### src/design/hpc_pkg.sv
package hpc_pkg;
	// ==========================================
	// Core-side register addresses
	localparam logic [15:0] HPC_ADDR_CTRL  = 16'hffc2;
	localparam logic [15:0] HPC_ADDR_STAT  = 16'hffc3;
	localparam logic [15:0] HPC_ADDR_PCTRL = 16'hffc4;
	localparam logic [15:0] HPC_ADDR_BASE  = 16'hffc5;
	localparam logic [15:0] HPC_ADDR_RX    = 16'hffc6;
	localparam logic [15:0] HPC_ADDR_TX    = 16'hffc7;
	localparam logic [15:0] HPC_ADDR_DIR   = 16'hffc8;
	localparam logic [15:0] HPC_ADDR_VAL   = 16'hffc9;

	// ==========================================
	// Values after reset
	localparam logic [15:0] HPC_CTRL_RST  = 16'h0000;
	localparam logic [15:0] HPC_PCTRL_RST = 16'h0000;
	localparam logic [15:0] HPC_DIR_RST   = 16'h0000;
	localparam logic [7:0]  HPC_BASE_RST  = 8'h80;
	localparam logic [15:0] HPC_WORD_RST  = 16'h0000;

	// ==========================================
	// Field positions
	localparam int HPC_CTRL_RIE   = 0;
	localparam int HPC_CTRL_TIE   = 1;
	localparam int HPC_PCTRL_EN   = 6;
	localparam int HPC_PCTRL_MUX  = 11;
	localparam int HPC_STAT_RXF   = 0;
	localparam int HPC_STAT_TXE   = 1;
	localparam int HPC_STAT_CMD   = 2;
	localparam int HPC_STAT_HF0   = 3;
	localparam int HPC_STAT_HF1   = 4;
	localparam int HPC_ADDR_LO    = 3;
	localparam int HPC_ADDR_HI    = 10;

	// ==========================================
	// Data path sizes
	localparam int HPC_WORD_W     = 16;
	localparam int HPC_FIFO_DEPTH = 16;
endpackage

### src/design/hpc_fifo.sv
`timescale 1ns/1ps
module hpc_fifo
	import hpc_pkg::*;
#(
	parameter int W = HPC_WORD_W,
	parameter int D = HPC_FIFO_DEPTH
)
(
	input  wire logic         i_clk_sys,
	input  wire logic         i_arst_n,
	input  wire logic         i_clr,
	input  wire logic         i_in_valid,
	input  wire logic [W-1:0] i_in_data,
	output logic              o_in_ready,
	output logic              o_out_valid,
	output logic [W-1:0]      o_out_data,
	input  wire logic         i_out_ready
);
	localparam int AW = $clog2(D);

	logic [W-1:0]  mem [D];
	logic [AW-1:0] wr_ptr_q;
	logic [AW-1:0] rd_ptr_q;
	logic [AW:0]   cnt_q;
	logic [AW:0]   cnt_d;
	wire           push = i_in_valid & o_in_ready;
	wire           pop  = o_out_valid & i_out_ready;

	// Occupancy; depth is a power of two so pointers wrap by themselves
	assign cnt_d = i_clr ? '0 : (cnt_q + (AW+1)'(push) - (AW+1)'(pop));
	assign o_out_data = mem[rd_ptr_q];

	// Storage has no reset, only the pointers, count and flags need one
	always_ff @(posedge i_clk_sys)
	begin
		if (push)
			mem[wr_ptr_q] <= i_in_data;
	end

	// Pointers and registered full/empty flags
	always_ff @(posedge i_clk_sys or negedge i_arst_n)
	begin
		if (!i_arst_n)
		begin
			wr_ptr_q    <= '0;
			rd_ptr_q    <= '0;
			cnt_q       <= '0;
			o_in_ready  <= 1'b1;
			o_out_valid <= 1'b0;
		end
		else
		begin
			wr_ptr_q    <= i_clr ? '0 : wr_ptr_q + AW'(push);
			rd_ptr_q    <= i_clr ? '0 : rd_ptr_q + AW'(pop);
			cnt_q       <= cnt_d;
			o_in_ready  <= cnt_d != (AW+1)'(D);
			o_out_valid <= cnt_d != '0;
		end
	end
endmodule

### src/design/hpc_core.sv
// What this block does
// - Direction bit 1 makes its GPIO pin an output, 0 an input.
// - With the port enabled, pins still in GPIO use follow the direction register.
// - Input GPIO pin: value bit is read-only and returns the sampled pin level.
// - Output GPIO pin: value bit is read/write, reads back, drives the pin.
// - Non-GPIO pin: value bit reads nothing when input, stores writes when output.
// - Only the core reaches the pin value register; the host never touches it.
// - In multiplexed mode, chip select asserts only when latched address matches base.
// - Base register holds bits 7..0; bits 15..8 read zero.
// - Host word moves into core receive when one is buffered and receive-full clear, then receive-full sets.
// - Receive word valid while receive-full set; core read clears the flag.
// - Receive interrupt requested while enabled and receive-full set.
// - Transmit register is write-only; a write clears transmit-empty.
// - Transmit interrupt requested while enabled and transmit-empty set.
// - Core word copies to host receive pair when both flags clear, then both set.
// - Clearing the enable resets flags and data, keeping control, direction, base.
// - Hardware and software reset clear controls, base to 80h, flags to defaults.
// - Stop reset acts on flags and data only, like the individual reset.
// - With the port disabled every pin is GPIO under direction and value.
`timescale 1ns/1ps
module hpc_core
	import hpc_pkg::*;
(
	input  wire logic        i_clk_sys,
	input  wire logic        i_arst_n,
	input  wire logic        i_sw_reset,
	input  wire logic        i_stop_reset,
	input  wire logic [15:0] i_core_addr,
	input  wire logic        i_core_wr,
	input  wire logic        i_core_rd,
	input  wire logic [15:0] i_core_wdata,
	output logic      [15:0] o_core_rdata,
	output logic             o_rx_irq,
	output logic             o_tx_irq,
	input  wire logic [15:0] i_pin_in,
	output logic      [15:0] o_pin_out,
	output logic      [15:0] o_pin_oe,
	input  wire logic [15:0] i_pin_host_use,
	input  wire logic [10:0] i_host_addr,
	input  wire logic        i_host_cs,
	output logic             o_host_sel,
	input  wire logic        i_host_tx_valid,
	input  wire logic [15:0] i_host_tx_word,
	output logic             o_host_tx_ready,
	output logic             o_host_tx_pending,
	output logic      [15:0] o_host_rx_word,
	output logic             o_host_rx_full,
	input  wire logic        i_host_rx_ack,
	input  wire logic        i_host_cmd,
	input  wire logic        i_cmd_ack,
	input  wire logic [1:0]  i_host_flags
);
	// ==========================================
	// State
	logic [15:0] ctrl_q, pctrl_q, dir_q, val_q, rx_word_q, tx_word_q, rdata_d;
	logic [7:0]  base_q;
	logic        rx_full_q, tx_empty_q, cmd_q;
	logic [1:0]  hflag_q;
	logic [15:0] fifo_data;
	logic        fifo_valid;

	// ==========================================
	// Core register decode
	wire sel_ctrl  = i_core_addr == HPC_ADDR_CTRL;
	wire sel_stat  = i_core_addr == HPC_ADDR_STAT;
	wire sel_pctrl = i_core_addr == HPC_ADDR_PCTRL;
	wire sel_base  = i_core_addr == HPC_ADDR_BASE;
	wire sel_rx    = i_core_addr == HPC_ADDR_RX;
	wire sel_tx    = i_core_addr == HPC_ADDR_TX;
	wire sel_dir   = i_core_addr == HPC_ADDR_DIR;
	wire sel_val   = i_core_addr == HPC_ADDR_VAL;
	wire wr_pctrl  = i_core_wr & sel_pctrl;
	wire wr_val    = i_core_wr & sel_val;
	wire wr_tx     = i_core_wr & sel_tx;
	wire rd_rx     = i_core_rd & sel_rx;

	// ==========================================
	// Pin use and reset classes
	wire        port_enable_bit      = pctrl_q[HPC_PCTRL_EN];
	wire        mux      = pctrl_q[HPC_PCTRL_MUX];
	wire [15:0] gpio_w   = ~({16{port_enable_bit}} & i_pin_host_use);
	// Enable falling by a core write is the individual reset
	wire        hen_fall = wr_pctrl & port_enable_bit & ~i_core_wdata[HPC_PCTRL_EN];
	wire        flag_rst = i_sw_reset | i_stop_reset | hen_fall;

	// ==========================================
	// Transfers; each fires only when its destination flag is clear
	wire h2c_go = fifo_valid & ~rx_full_q;
	wire c2h_go = ~tx_empty_q & ~o_host_rx_full;

	// Pin value readback: inputs see the pin, non-GPIO inputs read zero
	wire [15:0] val_rd = (dir_q & val_q) | (~dir_q & gpio_w & i_pin_in);
	// Writes land only in bits whose direction is output
	wire [15:0] val_d  = (dir_q & i_core_wdata) | (~dir_q & val_q);
	wire [15:0] stat_w = {11'h000, hflag_q, cmd_q, tx_empty_q, rx_full_q};
	wire        addr_hit = i_host_addr[HPC_ADDR_HI:HPC_ADDR_LO] == base_q;

	// Read multiplexer; unmapped and write-only addresses read zero
	always_comb
	begin
		rdata_d = 16'h0000;
		case (1'b1)
			sel_ctrl:  rdata_d = ctrl_q;
			sel_stat:  rdata_d = stat_w;
			sel_pctrl: rdata_d = pctrl_q;
			sel_base:  rdata_d = {8'h00, base_q};
			sel_rx:    rdata_d = rx_word_q;
			sel_dir:   rdata_d = dir_q;
			sel_val:   rdata_d = val_rd;
			default:   rdata_d = 16'h0000;
		endcase
	end

	// ==========================================
	// Host-to-core buffer; the core side stalls it while receive is full
	hpc_fifo #(
		.W (HPC_WORD_W),
		.D (HPC_FIFO_DEPTH)
	) u_fifo (
		.i_clk_sys   (i_clk_sys),
		.i_arst_n    (i_arst_n),
		.i_clr       (flag_rst),
		.i_in_valid  (i_host_tx_valid),
		.i_in_data   (i_host_tx_word),
		.o_in_ready  (o_host_tx_ready),
		.o_out_valid (fifo_valid),
		.o_out_data  (fifo_data),
		.i_out_ready (h2c_go)
	);
	assign o_host_tx_pending = fifo_valid;

	// Configuration: cleared by hardware or software reset only
	always_ff @(posedge i_clk_sys or negedge i_arst_n)
	begin
		if (!i_arst_n)
		begin
			ctrl_q  <= HPC_CTRL_RST;
			pctrl_q <= HPC_PCTRL_RST;
			dir_q   <= HPC_DIR_RST;
			base_q  <= HPC_BASE_RST;
			hflag_q <= 2'b00;
		end
		else if (i_sw_reset)
		begin
			ctrl_q  <= HPC_CTRL_RST;
			pctrl_q <= HPC_PCTRL_RST;
			dir_q   <= HPC_DIR_RST;
			base_q  <= HPC_BASE_RST;
			hflag_q <= 2'b00;
		end
		else
		begin
			ctrl_q  <= (i_core_wr & sel_ctrl) ? i_core_wdata : ctrl_q;
			pctrl_q <= wr_pctrl ? i_core_wdata : pctrl_q;
			dir_q   <= (i_core_wr & sel_dir) ? i_core_wdata : dir_q;
			base_q  <= (i_core_wr & sel_base) ? i_core_wdata[7:0] : base_q;
			hflag_q <= i_host_flags;
		end
	end

	// Pin value is cleared by hardware reset only and keeps its content across the others; only the core writes it
	always_ff @(posedge i_clk_sys or negedge i_arst_n)
	begin
		if (!i_arst_n)
			val_q <= 16'h0000;
		else if (wr_val)
			val_q <= val_d;
	end

	// Flags: a hardware set beats a clear in the same cycle
	always_ff @(posedge i_clk_sys or negedge i_arst_n)
	begin
		if (!i_arst_n)
		begin
			rx_full_q      <= 1'b0;
			tx_empty_q     <= 1'b1;
			cmd_q          <= 1'b0;
			o_host_rx_full <= 1'b0;
		end
		else if (flag_rst)
		begin
			rx_full_q      <= 1'b0;
			tx_empty_q     <= 1'b1;
			cmd_q          <= 1'b0;
			o_host_rx_full <= 1'b0;
		end
		else
		begin
			rx_full_q      <= h2c_go | (rx_full_q & ~rd_rx);
			// A write racing a transfer loses; software must wait for empty
			tx_empty_q     <= c2h_go | (tx_empty_q & ~wr_tx);
			cmd_q          <= i_host_cmd | (cmd_q & ~i_cmd_ack);
			o_host_rx_full <= c2h_go | (o_host_rx_full & ~i_host_rx_ack);
		end
	end

	// Data words; the resets empty them
	always_ff @(posedge i_clk_sys or negedge i_arst_n)
	begin
		if (!i_arst_n)
		begin
			rx_word_q      <= HPC_WORD_RST;
			tx_word_q      <= HPC_WORD_RST;
			o_host_rx_word <= HPC_WORD_RST;
		end
		else if (flag_rst)
		begin
			rx_word_q      <= HPC_WORD_RST;
			tx_word_q      <= HPC_WORD_RST;
			o_host_rx_word <= HPC_WORD_RST;
		end
		else
		begin
			rx_word_q      <= h2c_go ? fifo_data : rx_word_q;
			tx_word_q      <= wr_tx ? i_core_wdata : tx_word_q;
			o_host_rx_word <= c2h_go ? tx_word_q : o_host_rx_word;
		end
	end

	// Registered outputs: read data, pins, requests, chip select
	always_ff @(posedge i_clk_sys or negedge i_arst_n)
	begin
		if (!i_arst_n)
		begin
			o_core_rdata <= 16'h0000;
			o_pin_out    <= 16'h0000;
			o_pin_oe     <= 16'h0000;
			o_rx_irq     <= 1'b0;
			o_tx_irq     <= 1'b0;
			o_host_sel   <= 1'b0;
		end
		else
		begin
			o_core_rdata <= i_core_rd ? rdata_d : o_core_rdata;
			o_pin_out    <= val_q;
			o_pin_oe     <= gpio_w & dir_q;
			o_rx_irq     <= ctrl_q[HPC_CTRL_RIE] & rx_full_q;
			o_tx_irq     <= ctrl_q[HPC_CTRL_TIE] & tx_empty_q;
			// Non-multiplexed mode passes the external select through
			o_host_sel   <= port_enable_bit & (mux ? addr_hit : i_host_cs);
		end
	end
endmodule

### config.mk
export PLATFORM = sky130hd
export DESIGN_NAME = hpc_core
export DESIGN_NICKNAME = d
export VERILOG_FILES = /design/src/design/hpc_pkg.sv /design/src/design/hpc_fifo.sv /design/src/design/hpc_core.sv
export SDC_FILE = /design/constraint.sdc
export NUM_CORES = 1
export LEC_CHECK = 0
export BUFFER_PORTS_ARGS = -buffer_cell sky130_fd_sc_hd__buf_2
export CAP_MARGIN = 5
export CORE_ASPECT_RATIO = 0.75
export CORE_MARGIN = 10
export CORE_UTILIZATION = 50
export CTS_BUF_LIST = sky130_fd_sc_hd__clkbuf_8 sky130_fd_sc_hd__clkbuf_16
export DETAILED_ROUTE_END_ITERATION = 12
export GPL_TIMING_DRIVEN = 1
export PLACE_DENSITY = 0.75
export RECOVER_POWER = 50
export SYNTH_ARGS = -nofsm -noshare
export SYNTH_HDL_FRONTEND = slang
export SYNTH_SLANG_ARGS = --single-unit
export TNS_END_PERCENT = 5
### constraint.sdc
create_clock -name i_clk_sys -period 3.2 [get_ports i_clk_sys]
set_clock_uncertainty 0.1 [all_clocks]
set_input_delay 0.32 -clock i_clk_sys [delete_from_list [all_inputs] [get_ports i_clk_sys]]
set_output_delay 0.32 -clock i_clk_sys [all_outputs]
set_load 0.03 [all_outputs]
After elaboration in Yosys (flattened, before gate mapping) --
Memory sizes are Yosys's and may differ from the RTL's. Index checks and enable logic that the tools add are counted.
Cells by class: bitwise logic cells 45, equal/unequal tests 10, muxes and demuxes 32, add/sub/neg operators 4, reductions and logical operators 8
Operators by type and width (count):
- two-way mux 16 bit | 19
- == test 16 bit, second input constant | 8
- bitwise AND 16 bit | 7
- NOT 16 bit | 2
- OR 16 bit | 2
- bitwise AND 1 bit | 20
- two-way mux 8 bit | 2
- nonzero test 2 bit | 7
- adder 4 x 1 -> 4 bit | 2
- == test 8 bit | 1
- two-way mux 4 bit | 2
- NOT 1 bit | 8
- two-way mux 1 bit | 7
- OR 1 bit | 6
- adder 5 x 1 -> 5 bit | 1
- two-way mux 5 bit | 1
- != test 5 bit, second input constant | 1
- nonzero test 5 bit | 1
- subtractor 5 x 1 -> 5 bit | 1
- two-way mux 2 bit | 1
Storage, ports and cells: memories 1, memory bits (writable) 256, register bits after elaboration 192, input bits 104, output and inout port bits 70, word-level logic and storage cells 124
Memories:
- u_fifo.mem | words 16, width 16, read ports 1, clocked after Yosys merged registers in 0, wr ports 1, RTL line hpc_fifo.sv:21 | logic [W-1:0] mem [D];

Depth between registers and ports, before layout --
word-level depth 12, depth in mapped cells 14, mapped depth without buffers 12

By module --
A second synthesis with hierarchy kept.
Second synthesis, totals: cell total of the unflattened synthesis 1296, area total of the unflattened synthesis 18362.6 um^2
By module, submodules not included:
- hpc_fifo | instances 1, seq. area each 8064.0 um^2, cells an instance 486, area an instance 10533.9 um^2
- hpc_core | instances 1, seq. area each 4431.8 um^2, cells an instance 810, area an instance 7828.8 um^2

Worst setup path before layout --
OpenSTA, ideal clock, no wires.
path type register to register, from reg u_fifo.o_out_valid, to reg u_fifo.o_out_valid, required time 2.970 ns, period minus slack after synthesis 2.780 ns, data arrival time 2.550 ns, buffers on the path 2, library setup time 0.130 ns, slack 0.420 ns, cell stages (with the launch flop) 15, cells stage by stage dfrtp_1 > nand2b_1 > clkbuf_1 > clkbuf_1 > inv_1 > ha_1 > inv_1 > ha_1 > inv_1 > fa_1 > inv_1 > a21o_1 > a21oi_1 > xnor2_1 > a21oi_1
On the way: cells in the longest elaborated chain, start to end 5
Ends and longest elaborated chain:
- start: declaration | RTL line hpc_fifo.sv:15 | output logic o_out_valid,
- start signal: assignment | RTL line hpc_fifo.sv:49 | o_out_valid <= 1'b0;
- start signal: assignment | RTL line hpc_fifo.sv:57 | o_out_valid <= cnt_d != '0;
- bitwise AND 1 bit | RTL line hpc_core.sv:88 | wire h2c_go = fifo_valid & ~rx_full_q;
- bitwise AND 1 bit (*) | RTL line hpc_fifo.sv:27 | wire pop = o_out_valid & i_out_ready;
- subtractor 5 x 1 -> 5 bit (*) | RTL line hpc_fifo.sv:30 | assign cnt_d = i_clr ? '0 : (cnt_q + (AW+1)'(push) - (AW+1)'(pop));
- two-way mux 5 bit (*) | RTL line hpc_fifo.sv:30
- nonzero test 5 bit (*) | RTL line hpc_fifo.sv:57
Mark *: on every way between the ends. The rest lies on a longest branch, timed or not. A chain may end at the register's enable or synchronous reset.

==> flow_summary.toml <==
[outcome]
outcome = "complete, but fails checks"
violations = "capacitance limit, slew limit"

[die]
fp.dieW_um = 241
io_pins = 174
design.die.area_um2 = 44800
start_util_pct = 50.9
die_y_um = 186
core-area_um2 = 36000
row_count = 60

[sta]
finalSetupViolCount = 0
period_share_pct = 78.3
final_hold_viol_count = 0
worst_slew_pin_slew_ps = 2060
fin_ws_ps = 695
maxSlewHeadroom_pct = -37.1
rsz0062_at_grt = "no"
fmax_mhz = 399
slew_violations = 81
fin_crit_ps = 2500
setup-tns-final_ps = 0

[pwr]
vdd_drop_max_v = 0.000504
powerDensity_nw_per_um2 = 559
p_leak_nw = 8.30

[synth]
synth_xor_area_share_pct = 0.765
netlist_area_um2 = 18300
yosysTopAreaCell = "edfxtp_1"
ys_async_sr_fraction_pct = 42.9
synth.top_cell.area_share_pct = 42.0
ys_seq_area_share_pct = 68.2
ys_types = 62
syn_nets = 1402
synth_area_leaders = "edfxtp_1 42%, dfrtp_1 26%, mux4_2 7.9%"
synth_top_family_by_area = "multiplexers"
synth_compound_gate_area_share_pct = 8.67
muxShareOfSynthArea_pct = 9.80
synthCells = 1288
synth-main-ff-cell = "edfxtp_1"
synth_edf_count = 256
ys_top_cells_by_count = "256 x edfxtp_1, 200 x nand2_1, 189 x dfrtp_1"
synthAdderAreaFrac_pct = 0.724
yosysMostFrequentCell = "edfxtp_1"
synth-simple-area-share_pct = 9.73
syn_area_per_cell_um2 = 14.2
ys_seq_elements = 448
yosysWarnings = 0

[grt]
grt-ovfl-total = 0
antenna_found_initial = 1
track_usage_pct = 21.3
grt_pass1_vias = 12000
grt_pass1_wl_um = 72200
grt_max_degree = 82

[drt]
vias = 11900
wirelength_um = 47900
drt_iter0_drc = 1322
viasPerCell = 5.92
remaining_drc_errors = 0
ant_nets = 0
wl_per_cell_um = 23.8
dr.pass1.iters = 5

[clock_tree]
cts_tree = "done"
root_buffer = "clkbuf_16"
postCtsSetupBuffers = 0
clkSinkCount = 448
cts-htree-levels = 2
clockBufferDepth = 3
numCtsBuffers = 42
clk_latency_ps = 580
clkTransAtPathRegs_ps = 60

[placed_design]
io_buffers = 170
gp_congestion = 0.921
dp_slack_ps = 588
dp_hpwl_um = 31900

[worst_setup_path]
slowest_stage = "clkbuf_2"
crit_family = "buffers and inverters"
worstPathRequired_ps = 3750
crit_cells = 3
arrival_ps = 3050
crit_top_cell = "clkbuf_2"
crit_fanout = 81
cp-start-kind = "input port"
critPathBufInv = 3
rr_worst_depth = 12
worstPathCellList = "dlygate4sd3_1 -> clkbuf_2 -> clkbuf_2"
criticalPathCategory = "input port to asynchronous set/reset pin"
cp-end-kind = "asynchronous set/reset pin"
cp_slowest_stage_delay_ps = 1440

[worst_hold_path]
hp-class = "input port to flop"
min_path_cells = 3

[layout]
drive_gt1_share_pct = 25.0
syn2layout_area_growth_pct = 17.7
nets = 1627
diodes = 0
nFillCells = 2668

[run]
cap_viol_max_count = 1
==> sequential cells by signal, summed over array words and instances (netlist names), 5 cells and up, named ones only <==
name / count
o_host_rx_word: 16
o_core_rdata: 16
o_pin_oe: 16
ctrl_q: 16
pctrl_q: 16
dir_q: 16
base_q: 8
tx_word_q: 16
rx_word_q: 16
u_fifo.cnt_q: 5
u_fifo.mem: 256
o_pin_out: 16
==> layout by cell type (no fill, tap or decap), types with 24 or more instances in the layout <==
| master | count |
|---|---|
| dlygate4sd3_1 | 31 |
| nor2_1 | 59 |
| clkbuf_16 | 42 |
| a21oi_1 | 116 |
| o21ai_0 | 37 |
| nand2_1 | 200 |
| a22oi_1 | 35 |
| buf_2 | 148 |
| inv_1 | 24 |
| buf_4 | 41 |
| edfxtp_1 | 256 |
| dfrtp_1 | 187 |
| mux4_2 | 64 |
==> worst reg2reg max path, stage by stage (launching register included) <==
cell and delay [ps]:
dfrtp_1 440, nand2b_1 190, inv_1 110, ha_1 240, inv_1 60, ha_1 160
inv_1 60, fa_1 420, inv_1 70, a21o_1 100, a21oi_1 70, xnor2_1 230
a21oi_1 100
==> logic make-up after synthesis <==
| logic type | Yosys count |
|---|---|
| AOI/OAI and AO/OA | 257 |
| xor gates and xnor gates | 16 |
| adders and majority gates | 10 |
| buffers and inverters | 86 |
| DFF | 448 |
| muxes | 97 |
| and+or+nand+nor | 374 |
==> per-stage QoR <==
stage | cells | utilization [%] | hold slack [ps] | power, mW | area, um2
2_1_floorplan | 1288 | - | -75.6 | 6.76 | 18300
3_3_place_gp | 1903 | 55.3 | 274 | 7.09 | 19900
3_5_place_dp | 1903 | 55.3 | 277 | 7.12 | 19900
4_1_cts | 2011 | 60.0 | 7.55 | 12.1 | 21600
5_1_grt | 2011 | 59.9 | 33.2 | 12.4 | 21600
6_report | 2011 | 59.9 | 29.2 | 12.1 | 21600
==> routing by layer <==
layer	track usage, %	part of all wire, %
met2	32.4	46
met5	0	0.031
met4	5.62	2.1
met3	5.60	11
met1	30.0	41
==> report_power, final <==
| group | switching [mW] | internal, mW |
|---|---|---|
| Clock | 2.21 | 2.81 |
| Combinational | 0.488 | 0.313 |
| Sequential | 0.0534 | 6.18 |
| Total | 2.75 | 9.31 |
==> area by class of cell <==
| type | instances | area [um2] | area share (%) |
|---|---|---|---|
| clock buffer | 44 | 1080 | 5.00 |
| clock inverter | 33 | 310 | 1.44 |
| inverter | 16 | 60.1 | 0.278 |
| multi-input combinational | 754 | 5460 | 25.3 |
| sequential | 448 | 12500 | 58.0 |
| tap | 465 | 582 | 2.70 |
| timing repair buffer | 251 | 1580 | 7.31 |
==> timing repair <==
| action | CTS | global route |
|---|---|---|
| endpoints found under the hold margin | 125 | 0 |
| gates resized for setup | 0 | 0 |
| hold buffers | 31 | 0 |
==> worst paths after layout <==
check                                               end           startpoint  slack, ps
max in group i_clk_sys     u_fifo.o_out_valid$_DFF_PN0_  rx_full_q$_DFF_PN0_        730
setup reg to reg           u_fifo.o_out_valid$_DFF_PN0_  rx_full_q$_DFF_PN0_        730
hold / removal                    o_pin_oe[6]$_DFF_PN0_    i_pin_host_use[6]         30
hold reg to reg                  o_pin_out[5]$_DFF_PN0_                 flop        300
setup / recovery                  ctrl_q[7]$_DFFE_PN0P_             i_arst_n        700
min in group asynchronous         o_pin_oe[8]$_DFF_PN0_             i_arst_n        770
No activity file was read; power rests on OpenSTA's default activity.
